**src/shared/fsfs_consts.svh**
```systemverilog
// fault status flag slice: offsets, bit positions, reset values
// assumes inclusion by bare name from design files
`ifndef FSFS_CONSTS_SVH
`define FSFS_CONSTS_SVH
`define FSFS_OFF_STATUS 12'h000
`define FSFS_OFF_MEM_FAULT_ADDRESS_REG 12'h004
`define FSFS_OFF_BFADDR 12'h008
`define FSFS_OFF_SP 12'h00c
`define FSFS_OFF_IRQ_STAT 12'h010
`define FSFS_OFF_IRQ_CLR 12'h014
`define FSFS_OFF_IRQ_EN 12'h018
`define FSFS_BIT_INSTR_BUS_ERR_FLAG 8
`define FSFS_BIT_MEM_FAULT_ADDR_VALID 7
`define FSFS_BIT_RSV_HI 6
`define FSFS_BIT_RSV_LO 5
`define FSFS_BIT_STK 4
`define FSFS_RST_FLAGS 32'h0000_0000
`define FSFS_RST_WORD 32'h0000_0000
`define FSFS_STK_FRAME 32'h0000_0020
`define FSFS_IRQ_INSTR_BUS_ERR_FLAG 0
`define FSFS_IRQ_STK 1
`define FSFS_IRQ_DACC 2
`define FSFS_IRQ_W 3
`endif

```
**src/shared/fsfs_pkg.sv**
```systemverilog
// fault status flag slice: shared types
// assumes nothing beyond the consts header
package fsfs_pkg;
	typedef enum logic [1:0] {FSFS_IDLE, FSFS_SETUP, FSFS_DONE} fsfs_apb_st_t;
	typedef logic [31:0] fsfs_word_t;
endpackage : fsfs_pkg

```
**src/design/fsfs_w1c_flag.sv**
```systemverilog
// one sticky flag, set by hardware, cleared by writing one
// assumes set and clear are single-cycle qualified strobes
`timescale 1ns/10ps
module fsfs_w1c_flag
	import fsfs_pkg::*;
(
	input wire logic pclk,
	input wire logic presetn,
	input wire logic set_i,
	input wire logic clr_i,
	output logic flag_q
);
	// set beats clear so an event in the clear cycle is kept
	always_ff @(posedge pclk or negedge presetn)
	begin
		if (!presetn)
			flag_q <= 1'b0;
		else if (set_i)
			flag_q <= 1'b1;
		else if (clr_i)
			flag_q <= 1'b0;
	end

	a_set_holds: assert property (@(posedge pclk) disable iff (!presetn)
		set_i |=> flag_q)
		else $error("flag did not set after event");
	a_hold_no_clr: assert property (@(posedge pclk) disable iff (!presetn)
		(flag_q && !clr_i) |=> flag_q)
		else $error("flag dropped without a clear");
endmodule : fsfs_w1c_flag

```
**src/design/fsfs_slice.sv**
```systemverilog
// fault status flag slice: sticky fault flags, address capture, apb slave
// assumes core fault strobes are one-cycle pulses synchronous to pclk
// What this block does
// - the instruction bus error flag sits at bit 8 and reads 1 once such an error happened.
// - a prefetch bus error sets the flag only when the faulting instruction is issued.
// - an instruction bus error leaves the bus fault address register untouched.
// - each flag clears only on a write of one to its bit, a zero write leaves it.
// - the address valid flag at bit 7 says the memory fault address register is valid.
// - bits 6:5 are reserved, read only and read zero.
// - the stack access violation flag at bit 4 sets when exception entry stacking faults.
// - on a stacking violation the stack pointer still moves and no fault address is caught.
// - a data access violation captures its address into the memory fault address register.
//
// Added by the designer: the APB register port and the address map.
`timescale 1ns/10ps
`include "fsfs_consts.svh"
module fsfs_slice
	import fsfs_pkg::*;
(
	input wire logic pclk,
	input wire logic presetn,
	input wire logic psel,
	input wire logic penable,
	input wire logic pwrite,
	input wire logic [11:0] paddr,
	input wire logic [31:0] pwdata,
	output logic [31:0] prdata,
	output logic pready,
	output logic pslverr,
	input wire logic instr_bus_err_flag_err_prefetch,
	input wire logic instr_issue,
	input wire logic precise_bus_err,
	input wire logic [31:0] bus_err_addr,
	input wire logic stack_violation,
	input wire logic data_violation,
	input wire logic [31:0] data_viol_addr,
	input wire logic exc_entry,
	output logic instr_bus_err_flag,
	output logic mem_fault_addr_valid,
	output logic stacking_access_violation,
	output logic [31:0] mem_fault_address_reg,
	output logic [31:0] bus_fault_address_reg,
	output logic [31:0] stack_pointer,
	output logic irq
);
	////////////////////////////////////////////////////////////////////////////
	// bus decode
	fsfs_apb_st_t st_q;
	logic acc;
	logic wr;
	logic pend_q;
	logic instr_bus_err_flag_set;
	logic stk_set;
	logic mem_fault_addr_valid_set;
	logic [`FSFS_IRQ_W-1:0] ev;
	logic [`FSFS_IRQ_W-1:0] irq_stat_q;
	logic [`FSFS_IRQ_W-1:0] irq_en_q;
	logic f_instr_bus_err_flag;
	logic f_mem_fault_addr_valid;
	logic f_stk;
	logic irq_any;
	fsfs_word_t status_word;

	function automatic logic w1c(input logic [11:0] a, input logic [11:0] off,
		input logic [31:0] d, input int b, input logic w);
		w1c = w && (a == off) && d[b];
	endfunction : w1c

	// register map decode, shared by the interrupt clear and enable write strobes and the checks
	function automatic logic reg_hit(input logic [11:0] a, input logic [11:0] off);
		reg_hit = (a == off);
	endfunction : reg_hit

	// an offset outside this list answers with an error and reads zero
	function automatic logic mapped(input logic [11:0] a);
		mapped = reg_hit(a, `FSFS_OFF_STATUS) || reg_hit(a, `FSFS_OFF_MEM_FAULT_ADDRESS_REG) ||
			reg_hit(a, `FSFS_OFF_BFADDR) || reg_hit(a, `FSFS_OFF_SP) ||
			reg_hit(a, `FSFS_OFF_IRQ_STAT) || reg_hit(a, `FSFS_OFF_IRQ_CLR) ||
			reg_hit(a, `FSFS_OFF_IRQ_EN);
	endfunction : mapped

	// access taken once, in the first access cycle; ready follows one edge later
	assign acc = psel && penable && (st_q == FSFS_SETUP);
	// writes land only at the edge where ready is seen high, as the master expects
	assign wr = psel && penable && pready && pwrite;

	always_ff @(posedge pclk or negedge presetn)
	begin
		if (!presetn)
			st_q <= FSFS_IDLE;
		else
		begin
			case (st_q)
				FSFS_IDLE: st_q <= (psel && !penable) ? FSFS_SETUP : FSFS_IDLE;
				FSFS_SETUP: st_q <= acc ? FSFS_DONE : FSFS_SETUP;
				FSFS_DONE: st_q <= FSFS_IDLE;
				default: st_q <= FSFS_IDLE;
			endcase
		end
	end

	////////////////////////////////////////////////////////////////////////////
	// fault event qualification
	// prefetch error is remembered, flagged only if that instruction issues
	always_ff @(posedge pclk or negedge presetn)
	begin
		if (!presetn)
			pend_q <= 1'b0;
		else if (instr_issue)
			pend_q <= 1'b0;
		else if (instr_bus_err_flag_err_prefetch)
			pend_q <= 1'b1;
	end
	assign instr_bus_err_flag_set = instr_issue && (pend_q || instr_bus_err_flag_err_prefetch);
	assign stk_set = stack_violation;
	// a violation in the stacking cycle captures nothing, so no valid address
	assign mem_fault_addr_valid_set = data_violation && !stack_violation;

	fsfs_w1c_flag u_instr_bus_err_flag (
		.pclk(pclk),
		.presetn(presetn),
		.set_i(instr_bus_err_flag_set),
		.clr_i(w1c(paddr, `FSFS_OFF_STATUS, pwdata, `FSFS_BIT_INSTR_BUS_ERR_FLAG, wr)),
		.flag_q(f_instr_bus_err_flag)
	);
	fsfs_w1c_flag u_mem_fault_addr_valid (
		.pclk(pclk),
		.presetn(presetn),
		.set_i(mem_fault_addr_valid_set),
		.clr_i(w1c(paddr, `FSFS_OFF_STATUS, pwdata, `FSFS_BIT_MEM_FAULT_ADDR_VALID, wr)),
		.flag_q(f_mem_fault_addr_valid)
	);
	fsfs_w1c_flag u_stk (
		.pclk(pclk),
		.presetn(presetn),
		.set_i(stk_set),
		.clr_i(w1c(paddr, `FSFS_OFF_STATUS, pwdata, `FSFS_BIT_STK, wr)),
		.flag_q(f_stk)
	);

	// reserved bits tied to zero
	always_comb
	begin
		status_word = `FSFS_RST_WORD;
		status_word[`FSFS_BIT_INSTR_BUS_ERR_FLAG] = f_instr_bus_err_flag;
		status_word[`FSFS_BIT_MEM_FAULT_ADDR_VALID] = f_mem_fault_addr_valid;
		status_word[`FSFS_BIT_RSV_HI:`FSFS_BIT_RSV_LO] = 2'h0;
		status_word[`FSFS_BIT_STK] = f_stk;
	end

	always_ff @(posedge pclk or negedge presetn)
	begin
		if (!presetn)
		begin
			instr_bus_err_flag <= 1'b0;
			mem_fault_addr_valid <= 1'b0;
			stacking_access_violation <= 1'b0;
		end
		else
		begin
			instr_bus_err_flag <= f_instr_bus_err_flag;
			mem_fault_addr_valid <= f_mem_fault_addr_valid;
			stacking_access_violation <= f_stk;
		end
	end

	////////////////////////////////////////////////////////////////////////////
	// address capture and stack pointer
	// only data violations write the memory fault address
	always_ff @(posedge pclk or negedge presetn)
	begin
		if (!presetn)
			mem_fault_address_reg <= `FSFS_RST_WORD;
		else if (data_violation && !stack_violation)
			mem_fault_address_reg <= data_viol_addr;
	end

	// instruction bus errors never load this register
	always_ff @(posedge pclk or negedge presetn)
	begin
		if (!presetn)
			bus_fault_address_reg <= `FSFS_RST_WORD;
		else if (precise_bus_err)
			bus_fault_address_reg <= bus_err_addr;
	end

	// entry always pushes a frame, even when stacking faulted
	always_ff @(posedge pclk or negedge presetn)
	begin
		if (!presetn)
			stack_pointer <= `FSFS_RST_WORD;
		else if (exc_entry)
			stack_pointer <= stack_pointer - `FSFS_STK_FRAME;
	end

	////////////////////////////////////////////////////////////////////////////
	// interrupt status, enable and clear
	assign ev = {data_violation, stk_set, instr_bus_err_flag_set};

	always_ff @(posedge pclk or negedge presetn)
	begin
		if (!presetn)
			irq_stat_q <= '0;
		else if (wr && reg_hit(paddr, `FSFS_OFF_IRQ_CLR))
			irq_stat_q <= (irq_stat_q & ~pwdata[`FSFS_IRQ_W-1:0]) | ev;
		else
			irq_stat_q <= irq_stat_q | ev;
	end

	always_ff @(posedge pclk or negedge presetn)
	begin
		if (!presetn)
			irq_en_q <= '0;
		else if (wr && reg_hit(paddr, `FSFS_OFF_IRQ_EN))
			irq_en_q <= pwdata[`FSFS_IRQ_W-1:0];
	end

	// an AND-OR of status and enable feeds the output flop, which keeps the line glitch free
	assign irq_any = |(irq_stat_q & irq_en_q);

	always_ff @(posedge pclk or negedge presetn)
	begin
		if (!presetn)
			irq <= 1'b0;
		else
			irq <= irq_any;
	end

	////////////////////////////////////////////////////////////////////////////
	// read data and response
	always_ff @(posedge pclk or negedge presetn)
	begin
		if (!presetn)
		begin
			prdata <= `FSFS_RST_WORD;
			pready <= 1'b0;
			pslverr <= 1'b0;
		end
		else
		begin
			pready <= acc;
			pslverr <= 1'b0;
			prdata <= `FSFS_RST_WORD;
			if (acc)
			begin
				case (paddr)
					`FSFS_OFF_STATUS: prdata <= status_word;
					`FSFS_OFF_MEM_FAULT_ADDRESS_REG: prdata <= mem_fault_address_reg;
					`FSFS_OFF_BFADDR: prdata <= bus_fault_address_reg;
					`FSFS_OFF_SP: prdata <= stack_pointer;
					`FSFS_OFF_IRQ_STAT: prdata <= {29'h0, irq_stat_q};
					`FSFS_OFF_IRQ_CLR: prdata <= `FSFS_RST_WORD;
					`FSFS_OFF_IRQ_EN: prdata <= {29'h0, irq_en_q};
					default: pslverr <= 1'b1; // unmapped answers with error
				endcase
			end
		end
	end

	////////////////////////////////////////////////////////////////////////////
	// checks
	a_instr_bus_err_flag_issue: assert property (@(posedge pclk) disable iff (!presetn)
		(!f_instr_bus_err_flag && !instr_bus_err_flag_set) |=> !f_instr_bus_err_flag)
		else $error("instruction bus flag set without issue");
	a_instr_bus_err_flag_set: assert property (@(posedge pclk) disable iff (!presetn)
		instr_bus_err_flag_set |-> ##2 instr_bus_err_flag)
		else $error("instruction bus flag missing");
	a_bfar_keep: assert property (@(posedge pclk) disable iff (!presetn)
		(instr_bus_err_flag_set && !precise_bus_err) |=> $stable(bus_fault_address_reg))
		else $error("bus fault address changed on instruction error");
	a_zero_write: assert property (@(posedge pclk) disable iff (!presetn)
		(wr && paddr == `FSFS_OFF_STATUS && !pwdata[`FSFS_BIT_STK] && f_stk)
		|=> f_stk)
		else $error("zero write cleared stack flag");
	a_mem_fault_addr_valid_cap: assert property (@(posedge pclk) disable iff (!presetn)
		(data_violation && !stack_violation)
		|=> f_mem_fault_addr_valid && mem_fault_address_reg == $past(data_viol_addr))
		else $error("fault address not captured");
	a_rsv_zero: assert property (@(posedge pclk) disable iff (!presetn)
		(pready && $past(paddr) == `FSFS_OFF_STATUS) |-> prdata[6:5] == 2'h0)
		else $error("reserved bits not zero");
	a_stk_flag: assert property (@(posedge pclk) disable iff (!presetn)
		stack_violation |-> ##2 stacking_access_violation)
		else $error("stack violation flag missing");
	a_stk_noaddr: assert property (@(posedge pclk) disable iff (!presetn)
		stack_violation |=> $stable(mem_fault_address_reg))
		else $error("address captured on stacking fault");
	a_sp_moves: assert property (@(posedge pclk) disable iff (!presetn)
		exc_entry |=> stack_pointer == $past(stack_pointer) - `FSFS_STK_FRAME)
		else $error("stack pointer not adjusted");
	a_mem_fault_addr_valid_clr: assert property (@(posedge pclk) disable iff (!presetn)
		(w1c(paddr, `FSFS_OFF_STATUS, pwdata, `FSFS_BIT_MEM_FAULT_ADDR_VALID, wr) && !data_violation)
		|=> !f_mem_fault_addr_valid)
		else $error("address valid flag not cleared");

	////////////////////////////////////////////////////////////////////////////
	// bus handshake checks
	a_ready_after_acc: assert property (@(posedge pclk) disable iff (!presetn)
		acc |=> pready)
		else $error("ready missing after access");
	a_ready_pulse: assert property (@(posedge pclk) disable iff (!presetn)
		pready |=> !pready)
		else $error("ready held longer than one cycle");
	a_rdata_idle: assert property (@(posedge pclk) disable iff (!presetn)
		!pready |-> prdata == `FSFS_RST_WORD)
		else $error("read data not zero outside ready");
	a_err_unmapped: assert property (@(posedge pclk) disable iff (!presetn)
		(acc && !mapped(paddr)) |=> pslverr && prdata == `FSFS_RST_WORD)
		else $error("unmapped access without error");
	a_err_mapped: assert property (@(posedge pclk) disable iff (!presetn)
		(acc && mapped(paddr)) |=> !pslverr)
		else $error("mapped access answered with error");
	a_mem_fault_address_reg_read: assert property (@(posedge pclk) disable iff (!presetn)
		(acc && !pwrite && reg_hit(paddr, `FSFS_OFF_MEM_FAULT_ADDRESS_REG))
		|=> prdata == $past(mem_fault_address_reg))
		else $error("fault address read back wrong");

	////////////////////////////////////////////////////////////////////////////
	// pending prefetch error and address registers
	a_pend_keep: assert property (@(posedge pclk) disable iff (!presetn)
		(instr_bus_err_flag_err_prefetch && !instr_issue) |=> pend_q)
		else $error("prefetch error not held pending");
	a_pend_drop: assert property (@(posedge pclk) disable iff (!presetn)
		instr_issue |=> !pend_q)
		else $error("pending prefetch error kept after issue");
	a_bfar_load: assert property (@(posedge pclk) disable iff (!presetn)
		precise_bus_err |=> bus_fault_address_reg == $past(bus_err_addr))
		else $error("bus fault address not loaded");
	a_sp_hold: assert property (@(posedge pclk) disable iff (!presetn)
		!exc_entry |=> $stable(stack_pointer))
		else $error("stack pointer moved without entry");

	// flags and their registered copies
	a_mem_fault_addr_valid_stack: assert property (@(posedge pclk) disable iff (!presetn)
		(stack_violation && !f_mem_fault_addr_valid) |=> !f_mem_fault_addr_valid)
		else $error("address valid set without a captured address");
	a_stk_set: assert property (@(posedge pclk) disable iff (!presetn)
		stk_set |=> f_stk)
		else $error("stack flag not set");
	a_copy_mem_fault_addr_valid: assert property (@(posedge pclk) disable iff (!presetn)
		f_mem_fault_addr_valid |=> mem_fault_addr_valid)
		else $error("address valid output lags its flag");
	a_copy_stk: assert property (@(posedge pclk) disable iff (!presetn)
		f_stk |=> stacking_access_violation)
		else $error("stack output lags its flag");

	// interrupt line follows enabled status one edge later
	a_irq_on: assert property (@(posedge pclk) disable iff (!presetn)
		irq_any |=> irq)
		else $error("interrupt line not raised");
	a_irq_off: assert property (@(posedge pclk) disable iff (!presetn)
		!irq_any |=> !irq)
		else $error("interrupt line not dropped");
	a_dacc_stat: assert property (@(posedge pclk) disable iff (!presetn)
		ev[`FSFS_IRQ_DACC] |=> irq_stat_q[`FSFS_IRQ_DACC])
		else $error("data violation status not set");
endmodule : fsfs_slice

```
**config.mk**
```make
export PLATFORM = sky130hd
export DESIGN_NAME = fsfs_slice
export DESIGN_NICKNAME = d
export VERILOG_FILES = /design/src/shared/fsfs_pkg.sv /design/src/design/fsfs_w1c_flag.sv /design/src/design/fsfs_slice.sv
export VERILOG_INCLUDE_DIRS = /design/src /design/src/shared
export SDC_FILE = /design/constraint.sdc
export NUM_CORES = 1
export LEC_CHECK = 0
export ABC_CLOCK_PERIOD_IN_PS = 5330
export BUFFER_PORTS_ARGS = -buffer_cell sky130_fd_sc_hd__clkbuf_2
export CAP_MARGIN = 20
export CELL_PAD_IN_SITES_DETAIL_PLACEMENT = 2
export CELL_PAD_IN_SITES_GLOBAL_PLACEMENT = 2
export CORE_MARGIN = 2
export CORE_UTILIZATION = 32
export DETAILED_ROUTE_END_ITERATION = 8
export PLACE_DENSITY = 0.95
export SYNTH_ARGS = -nofsm -noshare
export SYNTH_HDL_FRONTEND = slang
export SYNTH_HIERARCHICAL = 1
export SYNTH_SLANG_ARGS = --single-unit
```
**constraint.sdc**
```tcl
create_clock -name pclk -period 5.33 [get_ports pclk]
set_input_delay 1.066 -clock pclk [delete_from_list [all_inputs] [get_ports pclk]]
set_output_delay 1.066 -clock pclk [all_outputs]
set_load 0.01 [all_outputs]
```
==> results of run 1 <==
-- layer usage --
| metal | up-vias | routed length, um |
|---|---|---|
| met5 | - | 0 |
| met4 | 0 | 448 |
| met3 | 28 | 945 |
| met2 | 168 | 11100 |
| met1 | 2463 | 8230 |
| li1 | 2097 | - |
-- critical path: cells and delay by family --
kind	cells	cell delay, ns
and+or+nand+nor	1	0.45
muxes	1	0.39
buffers and inverters	3	1.03
-- layout make-up --
class | count | share of cell area
Tap cell | 229 | 0.0363
Timing Repair Buffer | 227 | 0.149
Sequential cell | 140 | 0.444
Multi-Input combinational cell | 305 | 0.292
Inverter | 10 | 0.00476
Clock inverter | 14 | 0.0182
Clock buffer | 18 | 0.0557
-- logic make-up (layout without fill, tap and decap cells) --
kind of cell,Yosys count,in the layout,share of synthesized area
mux,99,99,0.185
compound gates,42,42,0.0397
other cells,1,5,0.000630
buf+inv,38,269,0.0294
fa+ha+maj,1,1,0.00210
simple gates,132,132,0.116
xor+xnor,26,26,0.0383
flops,140,140,0.589
-- cells in the final DEF (no fill, tap or decap), types with 6 or more instances in the layout --
master / n
mux2i_1: 30
clkbuf_2: 220
nor3_1: 11
nand3_1: 6
nor4_1: 8
a21oi_1: 28
and2_1: 7
clkbuf_16: 17
dfrtp_1: 140
inv_1: 10
mux2_2: 67
nor2_1: 67
xor2_1: 21
-- worst max path at each step --
stage / startpoint / end / slack, ns / cells after the start
floorplan: paddr[7] / prdata[21] / 2.85 / 6
global placement: paddr[2] / prdata[1] / 2.33 / 5
detailed placement: paddr[3] / irq_en_q[1] / 2.28 / 5
CTS: paddr[3] / irq_en_q[2] / 2.70 / 5
global route: paddr[3] / irq_en_q[2] / 2.57 / 5
finish: paddr[3] / irq_en_q[1] / 2.68 / 5
-- report_power, final --
group,switching [mW],internal (mW)
logic,0.416,0.330
clock network,0.487,0.702
registers,0.219,1.21
total,1.12,2.25
-- stage by stage --
stage               std cells  worst slack, ns  instance area, sq um  power (mW)
floorplan                 483             2.85                  5960        1.82
detailed placement        910             2.28                  7280        2.19
global route              943             2.57                  7890        3.55
finish                    943             2.68                  7890        3.37
CTS                       942             2.70                  7860        3.41
global placement          910             2.33                  7280        2.13
==> summary.txt, run 1 <==
Synthesis
  • Top cells by count, synth: 140 x dfrtp_1, 67 x mux2_2, 67 x nor2_1
  • Synth area leader: dfrtp_1
  • Yosys top cell area share: 0.589
  • Ys async rst share: 1.00
  • Number of flops mapped to enable cells by yosys: 0
  • Seq/Total Area, Yosys: 0.589
  • Synth Flop Type: dfrtp_1
  • Yosys warns: 6
  • Mapped Area: 0.00595 sq mm
  • Yosys cell types: 41
  • #FFs+latches synth: 140
  • Count leader, synth: dfrtp_1
  • Synth top area cells: dfrtp_1 59%, mux2_2 13%, mux2i_1 5.0%
  • Synth Instances: 479
  • Syn Area/Cell: 12.4 sq um

Layout
  • Post-layout util: 0.436
  • Area Growth Syn to Fin: 32.6%
  • Sequential cell area: 0.00350 sq mm
  • Share of cells above drive strength 1: 0.473
  • Final nets: 821
  • # fillers: 1888
  • Multi-input logic area: 0.00230 sq mm
  • Ant diodes: 0

Clock network
  • H-tree lvl count: 4
  • CTS Sinks: 140
  • Post-CTS setup buffer count: 0
  • Cts repair resizes: 0
  • Clock-pin slew on the worst setup and hold paths: 0.06 ns
  • CTS tree: yes
  • Hold-fix buffers, CTS: 0
  • Cts bufs inserted: 17
  • Max Root-Sink Buffers: 2
  • Clk_lat worst skew: 0.42 ns
  • CTS root buf: clkbuf_16

GRT
  • Largest net degree at the start of global routing: 62
  • Initial antenna violation count: 0
  • Aggregate global-route resource usage: 0.219
  • First-pass GRT wire length: 32.9 mm
  • M1 GR Usage: 0.252
  • GRT overflow: 0
  • Number of global-route vias before repair: 5525
  • Busiest grt layer: met2
  • GR Util met3: 0.0499
  • GR Layer Usage met2: 0.403

Setup path
  • Required @ worst endpoint: 5.63 ns
  • Crit Path Max Fanout: 18
  • Worst r2r src: stack_pointer[5]
  • Reg2reg end: stack_pointer[19]
  • Reg2Reg Depth: 6
  • Crit path DAT: 2.95 ns
  • CP Launch Type: input port
  • Setup crit end kind: flop
  • Critical Path Max Stage Delay: 0.45 ns
  • Crit path kind: in -> reg
  • Critical Path, Cell by Cell: clkbuf_2 > inv_1 > buf_4 > nor3_1 > mux2_2
  • Highest-delay cell along the critical path: nor3_1
  • Setup slack, reg-to-reg: 3.13 ns

Die
  • Die span in y: 140 um
  • Initial Util: 0.329
  • Area of the die: 0.0197 sq mm
  • Core area: 0.0181 sq mm
  • Die width: 140 um
  • IO Count: 253
  • Rows: 49

Route
  • 1st-iter DRT viols: 145
  • Detail Route Antenna Nets: 0
  • Pre-Repair DR Iteration Count: 4
  • Wirelength, routed: 20.8 mm
  • Drt drc: 0
  • Routed len/inst: 22.0 um
  • DR vias: 4756
  • Avg Vias per Cell: 5.04

Placement
  • Routability cong.: 0.762
  • I/O Buffers: 221
  • DP HPWL: 14.6 mm

STA
  • Post-layout min period: 2.65 ns
  • Final Cycle Share: 0.497
  • Max Clock Skew: 0.0100 ns
  • FMAX: 378 MHz
  • Sum Neg Setup Slack: 0 ns
  • Hold Slack: 0.422 ns
  • Slew Viols, Final: 0
  • Slew margin rel.: 0.267
  • Unrepaired setup endpoints after global routing: no
  • Worst-Margin Slew: 1.10 ns
  • Endpoints failing hold: 0
  • Final number of setup-violating endpoints: 0

Pwr
  • Cell Pwr Density: 427 mW/mm^2
  • VDD IR max: 0.255 mV
  • Leakage: 3.98 nW

Worst hold path
  • Endpoint, Worst Hold: mem_fault_addr_valid
  • Hold Startpoint: u_mem_fault_addr_valid/flag_q
  • Hold WC Path Type: reg -> reg
  • Hold Path Depth: 0

Outcome
  • Status: finished, final reports clean

Run
  • Total of max-cap violations: 0
Note: power is estimated with default switching activity, not from simulation.
==> inputs of run 2 (changes only) <==
--- a/config.mk
+++ b/config.mk
@@ -6,15 +6,15 @@
 export SDC_FILE = /design/constraint.sdc
 export NUM_CORES = 1
 export LEC_CHECK = 0
-export ABC_CLOCK_PERIOD_IN_PS = 5330
+export ABC_CLOCK_PERIOD_IN_PS = 2600
 export BUFFER_PORTS_ARGS = -buffer_cell sky130_fd_sc_hd__clkbuf_2
 export CAP_MARGIN = 20
 export CELL_PAD_IN_SITES_DETAIL_PLACEMENT = 2
 export CELL_PAD_IN_SITES_GLOBAL_PLACEMENT = 2
 export CORE_MARGIN = 2
-export CORE_UTILIZATION = 32
+export CORE_UTILIZATION = 29
 export DETAILED_ROUTE_END_ITERATION = 8
-export PLACE_DENSITY = 0.95
+export PLACE_DENSITY = 0.88
 export SYNTH_ARGS = -nofsm -noshare
 export SYNTH_HDL_FRONTEND = slang
 export SYNTH_HIERARCHICAL = 1
==> constraint.sdc (replaced) <==
create_clock -name pclk -period 2.6 [get_ports pclk]
set_input_delay 0.52 -clock pclk [delete_from_list [all_inputs] [get_ports pclk]]
set_output_delay 0.52 -clock pclk [all_outputs]
set_load 0.01 [all_outputs]
==> summary.txt, run 2 (synthesis results as in run 1) <==
Outcome
  • Status: finished, final reports clean

STA
  • Endpoints failing hold: 0 (unchanged)
  • Max Clock Skew: 0.0115 ns (+0.00153 ns)
  • Post-layout min period: 2.13 ns
  • Unrepaired setup endpoints after global routing: no
  • Final Cycle Share: 0.818
  • Sum Neg Setup Slack: 0 ns (unchanged)
  • Slew Viols, Final: 0 (unchanged)
  • Hold Slack: 0.0797 ns (-0.342 ns)
  • Final number of setup-violating endpoints: 0 (unchanged)
  • FMAX: 470 MHz
  • Worst-Margin Slew: 0.561 ns (-0.538 ns)
  • Slew margin rel.: 0.623 (+0.355)

Pwr
  • VDD IR max: 0.425 mV (+67%)
  • Cell Pwr Density: 876 mW/mm^2 (+110%)
  • Leakage: 4.05 nW (+1.7%)

Die
  • Rows: 52 (+6.1%)
  • IO Count: 253 (unchanged)
  • Area of the die: 0.0217 sq mm (+10%)
  • Die span in y: 147 um (+4.9%)
  • Initial Util: 0.295 (-0.0340)
  • Die width: 147 um (+4.9%)
  • Core area: 0.0202 sq mm (+12%)

Clock network
  • CTS root buf: clkbuf_16
  • CTS Sinks: 140 (unchanged)
  • Cts bufs inserted: 17 (unchanged)
  • Clk_lat worst skew: 0.42 ns (about the same)
  • Clock-pin slew on the worst setup and hold paths: 0.06 ns (about the same)
  • Max Root-Sink Buffers: 2 (unchanged)
  • H-tree lvl count: 4 (unchanged)
  • Post-CTS setup buffer count: 0 (unchanged)
  • CTS tree: yes
  • Hold-fix buffers, CTS: 0 (unchanged)
  • Cts repair resizes: 0 (unchanged)

GRT
  • First-pass GRT wire length: 31.6 mm (-4.1%)
  • Aggregate global-route resource usage: 0.191 (-0.0287)
  • Initial antenna violation count: 1 (+1)
  • GRT overflow: 0 (unchanged)
  • Largest net degree at the start of global routing: 81 (+31%)
  • Number of global-route vias before repair: 5459 (-1.2%)

Route
  • Wirelength, routed: 19.9 mm (-4.3%)
  • Drt drc: 0 (unchanged)
  • Avg Vias per Cell: 4.75 (-5.7%)
  • 1st-iter DRT viols: 117 (-19%)
  • Pre-Repair DR Iteration Count: 4 (unchanged)
  • Detail Route Antenna Nets: 0 (unchanged)
  • Routed len/inst: 20.1 um (-9.0%)
  • DR vias: 4711 (-0.95%)

Setup path
  • Crit path DAT: 2.46 ns (-0.49 ns)
  • CP Launch Point: stack_pointer[17]
  • Crit Path Max Fanout: 12 (-6)
  • Crit path kind: reg -> reg
  • Worst r2r src: stack_pointer[17]
  • CP Launch Type: flop
  • Required @ worst endpoint: 2.93 ns (-2.70 ns)
  • Setup crit end kind: flop

Layout
  • Share of cells above drive strength 1: 0.476 (+0.00234)
  • Ant diodes: 0 (unchanged)
  • Most common cell after layout, fill and taps aside: clkbuf_2
  • Most frequent cells in the layout: 220 x clkbuf_2, 140 x dfrtp_1, 67 x nor2_1, 67 x mux2_2, 30 x mux2i_1
  • Final nets: 828 (+0.85%)
  • Area Growth Syn to Fin: 35.8%

Worst hold path
  • Hold WC Path Type: in -> async

Placement
  • DP HPWL: 14.7 mm (+0.91%)
  • Routability cong.: 0.789 (+3.6%)
  • I/O Buffers: 221 (unchanged)

Run
  • Total of max-cap violations: 0 (unchanged)
==> run 2: worst max-delay path, stage by stage (launching register included) <==
cell     delay [ns]
dfrtp_1        0.44
or3_1          0.40
or3_1          0.56
nor4_1         0.46
xor2_1         0.19
==> run 2: cell type report <==
cell class / instances / area, sq um
fillers: 2135 / 12100
flip-flops and latches: 140 / 3500
multi-input cells: 305 / 2300
repair buffers: 234 / 1260
clock buffers: 25 / 515
well taps: 270 / 338
clock inverters: 7 / 124
inverters: 10 / 37.5
==> run 2: metrics by stage <==
step	instances	utilization	setup WS [ns]	instance area, sq um	total power, mW
CTS	991	0.401	0.422	8080	7.17
floorplan	483	-	0.671	5960	3.74
global placement	959	0.369	0.370	7440	4.40
finish	991	0.401	0.472	8080	7.08
detailed placement	959	0.369	0.193	7440	4.51
global route	991	0.401	0.288	8080	7.44
==> run 2: report_power, final <==
| group | switching (mW) | total (mW) | internal (mW) | leakage [nW] |
|---|---|---|---|---|
| registers | 0.458 | 2.95 | 2.49 | 1.73 |
| clock network | 0.937 | 2.61 | 1.67 | 0.311 |
| logic | 0.831 | 1.52 | 0.688 | 2.00 |
| total | 2.23 | 7.08 | 4.85 | 4.05 |
==> run 2: final timing paths <==
path	end	slack, ns	depth (start not counted)
worst max-delay path	stack_pointer[25]	0.47	4
worst min-delay path	bus_fault_address_reg[0]	0.08	2
worst max register to register	stack_pointer[25]	0.47	4
worst min register to register	stacking_access_violation	0.42	0
max in group asynchronous	mem_fault_address_reg[19]	2.11	2
min in group pclk	pend_q	0.27	2
==> run 2: per-layer routing <==
metal,share of wire,wire length [um],track usage,vias up
li1,-,-,-,2115
met1,0.40,8010,0.223,2406
met2,0.52,10400,0.339,160
met3,0.058,1140,0.0553,28
met4,0.017,333,0.0601,2
met5,0.00060,12,0,-
